==> src/logic/sadc_pkg.sv <==
package sadc_pkg;

    localparam int ADDR_W = 18;
    localparam int DATA_W = 32;
    localparam int SEL_W  = 4;
    localparam int IDX_W  = 16;
    localparam int RES_W  = 12;
    localparam int NUM_CH = 2;
    localparam int IRQ_W  = 3;

    // Register indices; byte address is four times the index
    localparam logic [15:0] IDX_RES0_LOW   = 16'hF2D0;
    localparam logic [15:0] IDX_RES0_HIGH  = 16'hF2D1;
    localparam logic [15:0] IDX_RES1_LOW   = 16'hF2D2;
    localparam logic [15:0] IDX_RES1_HIGH  = 16'hF2D3;
    localparam logic [15:0] IDX_CTRL_ZERO  = 16'hF2F0;
    localparam logic [15:0] IDX_CTRL_ONE   = 16'hF2F1;
    localparam logic [15:0] IDX_CHAN_SEL   = 16'hF2F2;
    localparam logic [15:0] IDX_IRQ_STATUS = 16'hF2F8;
    localparam logic [15:0] IDX_IRQ_MASK   = 16'hF2F9;

    localparam logic [7:0]  RES_RST        = 8'h00;
    localparam logic [7:0]  CTRL_ZERO_RST  = 8'h02;
    localparam logic [7:0]  CTRL_ONE_RST   = 8'h00;
    localparam logic [7:0]  CHAN_SEL_RST   = 8'h00;
    localparam logic [2:0]  IRQ_RST        = 3'h0;

    localparam int LOOP_SELECT_BIT = 0;
    localparam int RUN_BIT         = 0;
    localparam int EN_CH0_BIT      = 0;
    localparam int EN_CH1_BIT      = 1;
    localparam int IRQ_DONE_BIT    = 0;
    localparam int IRQ_CH0_BIT     = 1;
    localparam int IRQ_CH1_BIT     = 2;
    localparam int LOW_NIB_POS     = 4;

    localparam int CLK_MHZ      = 20;
    localparam int CONV_TIME_NS = 46000;
    localparam int CONV_CYCLES  = (CONV_TIME_NS * CLK_MHZ + 999) / 1000;
    localparam int CONV_CNT_W   = 10;
    localparam logic [9:0] CONV_LAST = 10'(CONV_CYCLES - 1);

    typedef enum logic [1:0] {
        S_IDLE,
        S_CONV,
        S_EMPTY
    } sadc_state_t;

endpackage

==> src/logic/sadc_control.sv <==
// Notes on behaviour
// - Sequencer gives 12-bit results, two selectable channels
// - Low byte: result 3..0 in 7..4
// - High byte: result 11..4 in 7..0
// - Channel zero F2D0/F2D1, channel one F2D2/F2D3
// - Results read-only, reset zero, own-channel update
// - Low result address readable as byte or word
// - Loop select zero: one pass per start
// - Loop select one: convert selected channels repeatedly
// - Control zero at F2F0, byte/word, reset 02
// - Control one at F2F1, byte, run bit 0
// - Channel select at F2F2, byte, reset 00
// - Run one starts, zero stops, single pass self-clears
// - Both enabled: channel zero, then channel one
// - Done interrupt after highest selected channel completes
// - Selection captured at start until done interrupt
//
// Our own choice: the Wishbone slave port.
`timescale 1ns/100ps
`default_nettype none

module sadc_control (
    input  wire logic        clk_i,
    input  wire logic        rst_i,
    input  wire logic [17:0] adr_i,
    input  wire logic [31:0] dat_i,
    input  wire logic        we_i,
    input  wire logic [3:0]  sel_i,
    input  wire logic        cyc_i,
    input  wire logic        stb_i,
    output logic      [31:0] dat_o,
    output logic             ack_o,
    output logic             irq_o,
    output logic             conv_start_o,
    output logic             conv_channel_o,
    output logic             conv_busy_o,
    input  wire logic [11:0] comp_result_i
);

    function automatic logic [7:0] low_byte(input logic [11:0] r);
        low_byte = {r[3:0], 4'h0};
    endfunction

    function automatic logic [7:0] high_byte(input logic [11:0] r);
        high_byte = r[11:4];
    endfunction

    function automatic logic [31:0] low_read(input logic [11:0] r,
                                             input logic       wide);
        if (wide) begin
            low_read = {16'h0000, high_byte(r), low_byte(r)};
        end else begin
            low_read = {24'h000000, low_byte(r)};
        end
    endfunction

    logic               ack_reg;
    logic               ack_next;
    logic [31:0]        dat_reg;
    logic [31:0]        dat_next;
    logic [7:0]         ctrl0_reg;
    logic [7:0]         ctrl0_next;
    logic [7:0]         ctrl1_reg;
    logic [7:0]         ctrl1_next;
    logic [7:0]         chsel_reg;
    logic [7:0]         chsel_next;

    // Results, one entry per channel
    logic [11:0]        res_reg  [2];
    logic [11:0]        res_next [2];
    logic [2:0]         status_reg;
    logic [2:0]         status_next;
    logic [2:0]         mask_reg;
    logic [2:0]         mask_next;
    logic               irq_reg;
    logic               irq_next;

    // Sequencer state
    sadc_pkg::sadc_state_t state_reg;
    sadc_pkg::sadc_state_t state_next;
    logic [1:0]         latch_reg;
    logic [1:0]         latch_next;
    logic               ch_reg;
    logic               ch_next;
    logic [9:0]         cnt_reg;
    logic [9:0]         cnt_next;
    logic               start_reg;
    logic               start_next;

    // Bus decode and strobes shared between groups
    logic               hit;
    logic               wr;
    logic               rd;
    logic [15:0]        idx;
    logic               run;
    logic               loop_sel;
    logic [2:0]         ev_set;
    logic [2:0]         rd_clr;
    logic               hw_run_clr;

    assign hit      = cyc_i & stb_i & ~ack_reg;
    assign wr       = hit & we_i;
    assign rd       = hit & ~we_i;
    assign idx      = adr_i[17:2];
    assign run      = ctrl1_reg[sadc_pkg::RUN_BIT];
    assign loop_sel = ctrl0_reg[sadc_pkg::LOOP_SELECT_BIT];

    // Sequencer
    always_comb begin
        state_next = state_reg;
        latch_next = latch_reg;
        ch_next    = ch_reg;
        cnt_next   = cnt_reg;
        start_next = 1'b0;
        res_next   = res_reg;
        ev_set     = 3'h0;
        hw_run_clr = 1'b0;
        case (state_reg)
            sadc_pkg::S_IDLE: begin
                if (run) begin
                    // Selection frozen for the whole pass
                    latch_next = chsel_reg[1:0];
                    cnt_next   = 10'h000;
                    if (chsel_reg[1:0] == 2'h0) begin
                        // No channel: sits active, nothing happens
                        state_next = sadc_pkg::S_EMPTY;
                    end else begin
                        // Lowest selected channel first
                        ch_next    = ~chsel_reg[sadc_pkg::EN_CH0_BIT];
                        start_next = 1'b1;
                        state_next = sadc_pkg::S_CONV;
                    end
                end
            end
            sadc_pkg::S_CONV: begin
                if (!run) begin
                    // Abort discards the conversion in progress
                    state_next = sadc_pkg::S_IDLE;
                end else if (cnt_reg == sadc_pkg::CONV_LAST) begin
                    res_next[ch_reg] = comp_result_i;
                    ev_set[ch_reg ? sadc_pkg::IRQ_CH1_BIT
                                  : sadc_pkg::IRQ_CH0_BIT] = 1'b1;
                    cnt_next = 10'h000;
                    if (ch_reg || !latch_reg[sadc_pkg::EN_CH1_BIT]) begin
                        ev_set[sadc_pkg::IRQ_DONE_BIT] = 1'b1;
                        if (loop_sel) begin
                            latch_next = chsel_reg[1:0];
                            if (chsel_reg[1:0] == 2'h0) begin
                                state_next = sadc_pkg::S_EMPTY;
                            end else begin
                                ch_next    = ~chsel_reg[sadc_pkg::EN_CH0_BIT];
                                start_next = 1'b1;
                            end
                        end else begin
                            hw_run_clr = 1'b1;
                            state_next = sadc_pkg::S_IDLE;
                        end
                    end else begin
                        ch_next    = 1'b1;
                        start_next = 1'b1;
                    end
                end else begin
                    cnt_next = cnt_reg + 10'h001;
                end
            end
            sadc_pkg::S_EMPTY: begin
                // Run stays set: no result, no interrupt, no self-clear
                if (!run) begin
                    state_next = sadc_pkg::S_IDLE;
                end
            end
            default: begin
                state_next = sadc_pkg::S_IDLE;
            end
        endcase
    end

    // Control registers
    always_comb begin
        ctrl0_next = ctrl0_reg;
        ctrl1_next = ctrl1_reg;
        chsel_next = chsel_reg;
        mask_next  = mask_reg;
        if (hw_run_clr) begin
            ctrl1_next[sadc_pkg::RUN_BIT] = 1'b0;
        end
        // Software write applied after the self-clear so it wins
        if (wr) begin
            case (idx)
                sadc_pkg::IDX_CTRL_ZERO: begin
                    if (sel_i[0]) begin
                        ctrl0_next = dat_i[7:0];
                    end
                    if (sel_i[1]) begin
                        ctrl1_next = dat_i[15:8];
                    end
                end
                sadc_pkg::IDX_CTRL_ONE: begin
                    if (sel_i[0]) begin
                        ctrl1_next = dat_i[7:0];
                    end
                end
                sadc_pkg::IDX_CHAN_SEL: begin
                    if (sel_i[0]) begin
                        chsel_next = dat_i[7:0];
                    end
                end
                sadc_pkg::IDX_IRQ_MASK: begin
                    if (sel_i[0]) begin
                        mask_next = dat_i[2:0];
                    end
                end
                default: begin
                end
            endcase
        end
    end

    // Bus answer and clearing reads
    always_comb begin
        ack_next = hit;
        dat_next = dat_reg;
        rd_clr   = 3'h0;
        if (rd) begin
            case (idx)
                sadc_pkg::IDX_RES0_LOW: begin
                    dat_next = low_read(res_reg[0], sel_i[1]);
                end
                sadc_pkg::IDX_RES0_HIGH: begin
                    dat_next = {24'h000000, high_byte(res_reg[0])};
                end
                sadc_pkg::IDX_RES1_LOW: begin
                    dat_next = low_read(res_reg[1], sel_i[1]);
                end
                sadc_pkg::IDX_RES1_HIGH: begin
                    dat_next = {24'h000000, high_byte(res_reg[1])};
                end
                sadc_pkg::IDX_CTRL_ZERO: begin
                    if (sel_i[1]) begin
                        dat_next = {16'h0000, ctrl1_reg, ctrl0_reg};
                    end else begin
                        dat_next = {24'h000000, ctrl0_reg};
                    end
                end
                sadc_pkg::IDX_CTRL_ONE: begin
                    dat_next = {24'h000000, ctrl1_reg};
                end
                sadc_pkg::IDX_CHAN_SEL: begin
                    dat_next = {24'h000000, chsel_reg};
                end
                sadc_pkg::IDX_IRQ_STATUS: begin
                    dat_next = {29'h00000000, status_reg};
                    rd_clr   = 3'h7;
                end
                sadc_pkg::IDX_IRQ_MASK: begin
                    dat_next = {29'h00000000, mask_reg};
                end
                default: begin
                    dat_next = 32'h00000000;
                end
            endcase
        end
    end

    // Interrupt group; a new event beats a clearing read in one cycle
    always_comb begin
        status_next = (status_reg & ~rd_clr) | ev_set;
        irq_next    = |(status_next & mask_next);
    end

    // Bus answer
    always_ff @(posedge clk_i) begin
        if (rst_i) begin
            ack_reg <= 1'b0;
            dat_reg <= 32'h00000000;
        end else begin
            ack_reg <= ack_next;
            dat_reg <= dat_next;
        end
    end

    // Control registers
    always_ff @(posedge clk_i) begin
        if (rst_i) begin
            ctrl0_reg <= sadc_pkg::CTRL_ZERO_RST;
            ctrl1_reg <= sadc_pkg::CTRL_ONE_RST;
            chsel_reg <= sadc_pkg::CHAN_SEL_RST;
            mask_reg  <= sadc_pkg::IRQ_RST;
        end else begin
            ctrl0_reg <= ctrl0_next;
            ctrl1_reg <= ctrl1_next;
            chsel_reg <= chsel_next;
            mask_reg  <= mask_next;
        end
    end

    // Interrupt status and level output
    always_ff @(posedge clk_i) begin
        if (rst_i) begin
            status_reg <= sadc_pkg::IRQ_RST;
            irq_reg    <= 1'b0;
        end else begin
            status_reg <= status_next;
            irq_reg    <= irq_next;
        end
    end

    // Sequencer
    always_ff @(posedge clk_i) begin
        if (rst_i) begin
            state_reg <= sadc_pkg::S_IDLE;
            latch_reg <= 2'h0;
            ch_reg    <= 1'b0;
            cnt_reg   <= 10'h000;
            start_reg <= 1'b0;
        end else begin
            state_reg <= state_next;
            latch_reg <= latch_next;
            ch_reg    <= ch_next;
            cnt_reg   <= cnt_next;
            start_reg <= start_next;
        end
    end

    // One holder per channel; only its own completion writes it
    for (genvar g = 0; g < sadc_pkg::NUM_CH; g++) begin : g_res
        always_ff @(posedge clk_i) begin
            if (rst_i) begin
                res_reg[g] <= 12'h000;
            end else begin
                res_reg[g] <= res_next[g];
            end
        end
    end

    assign dat_o          = dat_reg;
    assign ack_o          = ack_reg;
    assign irq_o          = irq_reg;
    assign conv_start_o   = start_reg;
    assign conv_channel_o = ch_reg;
    assign conv_busy_o    = (state_reg == sadc_pkg::S_CONV);

endmodule

`default_nettype wire

==> config.mk <==
export PLATFORM = sky130hd
export DESIGN_NAME = sadc_control
export DESIGN_NICKNAME = d
export VERILOG_FILES = /design/src/logic/sadc_pkg.sv /design/src/logic/sadc_control.sv
export SDC_FILE = /design/constraint.sdc
export NUM_CORES = 1
export LEC_CHECK = 0
export ABC_AREA = 1
export BUFFER_PORTS_ARGS = -buffer_cell sky130_fd_sc_hd__buf_2
export CORE_AREA = 2 2 105 107
export CTS_BUF_LIST = sky130_fd_sc_hd__clkbuf_8 sky130_fd_sc_hd__clkbuf_16
export CTS_CLUSTER_DIAMETER = 80
export CTS_CLUSTER_SIZE = 40
export DETAILED_ROUTE_END_ITERATION = 7
export DIE_AREA = 0 0 107 109
export GPL_TIMING_DRIVEN = 1
export PLACE_DENSITY = 0.68
export SYNTH_ARGS = -nofsm -noshare
export SYNTH_HDL_FRONTEND = slang
export SYNTH_SLANG_ARGS = --single-unit
==> constraint.sdc <==
create_clock -name clk_i -period 1.7 [get_ports clk_i]
set_clock_uncertainty 0.05 [all_clocks]
set_input_delay 0.255 -clock clk_i [delete_from_list [all_inputs] [get_ports clk_i]]
set_output_delay 0.255 -clock clk_i [all_outputs]
set_load 0.02 [all_outputs]
After elaboration in Yosys (flattened, before gate mapping)

Index checks and enable logic that the tools add are counted.

Bitwise gates (word level): 12
Muxes and demuxes: 62
Order comparisons: 4
Reductions and logical operators: 17
Eq/ne operators: 24
Add/sub/neg operators: 1

Operators with widths:

| operator                                                                | number |
|---|---|
| 16-bit equality test, second input constant                             | 9 |
| 16-bit one-hot mux with 9 select lines                                  | 1 |
| 16-bit 2-to-1 mux                                                       | 3 |
| 10-bit 2-to-1 mux                                                       | 3 |
| 2-bit 2-to-1 mux                                                        | 14 |
| 24-bit bitwise mux                                                      | 1 |
| 3-bit 2-to-1 mux                                                        | 8 |
| 1-bit 2-to-1 mux                                                        | 21 |
| 10-bit one-hot mux with 2 select lines                                  | 1 |
| 8-bit 2-to-1 mux                                                        | 2 |
| 8-bit one-hot mux with 2 select lines                                   | 1 |
| 12-bit demux with 1-bit select                                          | 1 |
| 12-bit 2-to-1 mux                                                       | 1 |
| 3-bit AND reduction                                                     | 4 |
| 10-bit by 1-bit adder with 10-bit output, second input constant         | 1 |
| 10-bit equality test, second input constant                             | 1 |
| 5-bit AND reduction                                                     | 2 |
| 2-bit by 1-bit inequality test with 1-bit output, second input constant | 4 |
| 2-bit inequality test, second input constant                            | 4 |
| 3-bit AND                                                               | 2 |
| 3-bit by 2-bit inequality test with 1-bit output, second input constant | 2 |
| 2-bit one-hot mux with 3 select lines                                   | 1 |
| 6-bit AND reduction                                                     | 1 |
| 1-bit AND                                                               | 4 |
| 22 further kinds                                                        | 28 |

Flip-flop bits (word level): 104
Logic and storage cells: 136
Output and inout port bits: 37
Input port bits: 71

Longest topological paths before layout

Depth in word-level cells: 12
Mapped depth: 12
Depth with buffers taken out: 11

Worst setup path before layout

OpenSTA, ideal clock, no wires.

Kind: flip-flop to flip-flop
From: reg cnt_reg[0]
To: reg res_reg[22] (netlist bit)
Cell stages (with the launch flop): 9
Clock period less this slack: 1.619 ns
Arrival time: 1.503 ns
Buffers on the path: 1
Path slack: 0.081 ns
Library setup time: 0.066 ns
Required time: 1.584 ns
Cells stage by stage: dfxtp_1 > ha_1 > nand2_1 > nor3_4 > inv_2 > nor3_4 > buf_6 > o21ai_1 > a21oi_2

Longest elaborated chain between the ends: 2

RTL lines:

| element                              | RTL line            | RTL |
|---|---|---|
| start: declaration                   | sadc_control.sv:85  | `logic [9:0] cnt_reg;` |
| start signal: assignment             | sadc_control.sv:320 | `cnt_reg <= cnt_next;` |
| 10-bit equality test                 | sadc_control.sv:139 | `end else if (cnt_reg == sadc_pkg::CONV_LAST) begin` |
| 3-bit AND reduction (no source line) | n/a                 |  |
| end signal: indexed assignment       | sadc_control.sv:331 | `res_reg[g] <= res_next[g];` |
| end: declaration                     | sadc_control.sv:69  | `logic [11:0] res_reg [2];` |

Every way passes these cells.
A chain may end at the register's enable or synchronous reset.

Final worst setup path

From: reg cnt_reg[1]
To: reg res_reg[15] (netlist bit)

Same word-level chain as after synthesis.

==> run summary <==
Synth Instances -> 677
Vias -> 4855
Initial Util -> 0.4376
Wire length of the first global-routing pass -> 21130 um
Largest net degree at the start of global routing -> 40
Routed Antenna Nets -> 0
Die width -> 107 um
Drt drc -> 0
Commonest non-fill, non-tap cell in the layout -> nand2_1
Fin cells -> 931
PD cells -> 703.4 nW/um^2
Diode count -> 0
TritonCTS clock tree -> built
Critical Path Start Type -> flip-flop
Mapped Area -> 4639 sq um
Worst setup margin -> 0.02095 ns
Commonest cells after routing, fill and taps aside -> nand2_1, nand3_1, dfxtp_1
# rows -> 38
Placed wire-length estimate -> 9648 um
# clock sinks -> 87
Critical Path RT -> 1.96 ns
Clock root cell -> clkbuf_8
Flop pwr share -> 0.515
Fill count -> 1046
P&R area growth vs syn -> 23.68%
Status -> finished clean
Final cycle utilization of the critical path -> 0.9877
DP Cell Count -> 908
Final min period -> 1.679 ns
Yosys warns -> 0
Routability congestion estimate from global placement -> 0.8784
Dpl cell area -> 5378 sq um
Sequential Area -> 1752 sq um
Combinational power share -> 0.103
Total gr overflow -> 0
Design area -> 5738 sq um
HP Class -> in2reg
Full die area -> 11660 sq um
Sw Ratio -> 0.2694
Fin. Hold Viols -> 0
Seq/Total Area, Yosys -> 0.3754
Leak -> 0.002668 uW
First-pass DRT Iterations -> 5
Core Box Area -> 10600 sq um
Worst-path fanout max -> 7
Final slew viol count -> 0
Pre-CTS setup slack -> -0.07596 ns
DR iter-0 viols -> 318
Switch Pwr -> 1088 uW
Inserted Clock Buffers -> 9
Avg Cell Area, Syn -> 6.853 sq um
# Max-Cap Violations -> 0
Max reg flops -> 24
Critical Path AT -> 1.94 ns
Vias per cell -> 5.215
Maximum vdd drop -> 0.0005483 V
Post-synth cell types -> 39
Fmax -> 595.6 MHz
Count of port buffers added during placement -> 71
Die H -> 109 um
Number of global-route vias before repair -> 4579
Routed WL per cell -> 13.95 um
Finish-stage setup viols -> 0
Nature of the critical path endpoint -> flip-flop
Worst-Skew Late Latency -> 0.38 ns
Synthesis-stage register bit count -> 87
Clock transition at path regs -> 0.10 ns
Total I/O pin count -> 108
H-tree Lvls -> 3
Final Power -> 4036 uW
Area occupied by multi-input gates -> 2451 sq um
Initial antenna violation count -> 0
Share of cells above drive strength 1 -> 0.2465
Int Pwr -> 2949 uW
Total GRT Usage -> 0.2307
Routed Wire Length -> 12990 um
Clk buf depth -> 2
Hold_buf cts -> 0
Clk pwr share -> 0.382
RSZ-0062 raised after global routing -> yes
Nets -> 858
Crit Path Class -> reg2reg
==> through the flow <==
| step | utilization | TNS [ns] | hold WS, ns |
|---|---|---|---|
| 3_3_place_gp | 0.5072 | -0.08677 | 0.4017 |
| 5_1_grt | 0.5412 | -0.2525 | 0.08309 |
| 2_1_floorplan | - | 0 | 0.2860 |
| 6_report | 0.5412 | 0 | 0.06997 |
| 4_1_cts | 0.5270 | 0 | 0.07305 |
| 3_5_place_dp | 0.5072 | -0.4371 | 0.4061 |
==> power by group through the flow <==
stage / clock [uW] / sequential [uW] / combinational (uW)
2_1_floorplan: 0 / 2120 / 286
3_3_place_gp: 0 / 2120 / 393
3_5_place_dp: 0 / 2130 / 406
4_1_cts: 1550 / 2080 / 409
5_1_grt: 1640 / 2080 / 467
6_report: 1540 / 2080 / 416
==> logic make-up (layout without fill, tap and decap cells) <==
family	after synthesis	after routing	share of synthesized area
AO/OA/AOI/OAI	141	141	0.1613
XOR/XNOR	3	3	0.005664
flip-flops	87	87	0.3754
other	1	16	0.0008083
buffers and inverters	117	216	0.1227
adder cells (fa/ha/maj)	1	1	0.002696
AND/OR/NAND/NOR	327	327	0.3314
==> what timing repair did <==
| action | CTS | global route |
|---|---|---|
| resized for setup | 1 | 29 |
| setup buffers | 0 | 7 |
| endpoints found under the setup margin | 11 | 58 |
| pin swaps | 1 | 4 |
==> synthesized netlist by cell type, drive strengths merged <==
cell | number | share of area
a21oi | 73 | 0.080
xnor2 | 1 | 0.0019
nor3 | 7 | 0.015
a22oi | 2 | 0.0032
conb | 1 | 0.00081
nand4 | 2 | 0.0027
nand2 | 140 | 0.12
inv | 72 | 0.059
o21ai | 56 | 0.060
nor4 | 1 | 0.0013
a211oi | 8 | 0.014
nand3 | 102 | 0.11
and2 | 3 | 0.0046
clkinv | 1 | 0.0011
buf | 35 | 0.056
o31ai | 1 | 0.0016
dfxtp | 87 | 0.38
clkbuf | 9 | 0.0073
nor2 | 72 | 0.076
o211ai | 1 | 0.0016
ha | 1 | 0.0027
xor2 | 2 | 0.0038
==> worst max-delay path: stages, from the launching register on <==
cell and delay (ns):
dfxtp_2 0.36, ha_4 0.16, nand2_4 0.06, nor3_4 0.19
inv_2 0.08, nor3_4 0.25, buf_12 0.17, buf_12 0.10
o21ai_0 0.07, a21oi_1 0.12
==> path summary, 6_finish.rpt <==
check / start / cells past startpoint / slack (ns) / endpoint
setup / recovery: cnt_reg[1]$_SDFFE_PP0P_ / 9 / 0.02 / res_reg[15]$_SDFFE_PP0P_
hold / removal: comp_result_i[11] / 3 / 0.07 / res_reg[11]$_SDFFE_PP0P_
setup reg to reg: cnt_reg[1]$_SDFFE_PP0P_ / 9 / 0.02 / res_reg[15]$_SDFFE_PP0P_
hold reg to reg: dat_o[13]$_SDFFE_PP0P_ / 2 / 0.42 / dat_o[13]$_SDFFE_PP0P_
==> metal layers <==
layer / routed length, um / up-vias / GRT usage
met2: 6180 / 167 / 0.3885
met1: 5625 / 2248 / 0.2863
met4: 390 / 0 / 0.1104
li1: - / 2411 / -
met3: 789 / 29 / 0.04184
met5: 0 / - / 0
==> final cells by class <==
class | count | share of cell area
Timing Repair Buffer | 127 | 0.1518
Sequential cell | 87 | 0.3053
Multi-Input combinational cell | 488 | 0.4272
Clock inverter | 5 | 0.009812
Tap cell | 140 | 0.03053
Clock buffer | 11 | 0.02638
Inverter | 73 | 0.04906
No activity file was read; power rests on OpenSTA's default activity.
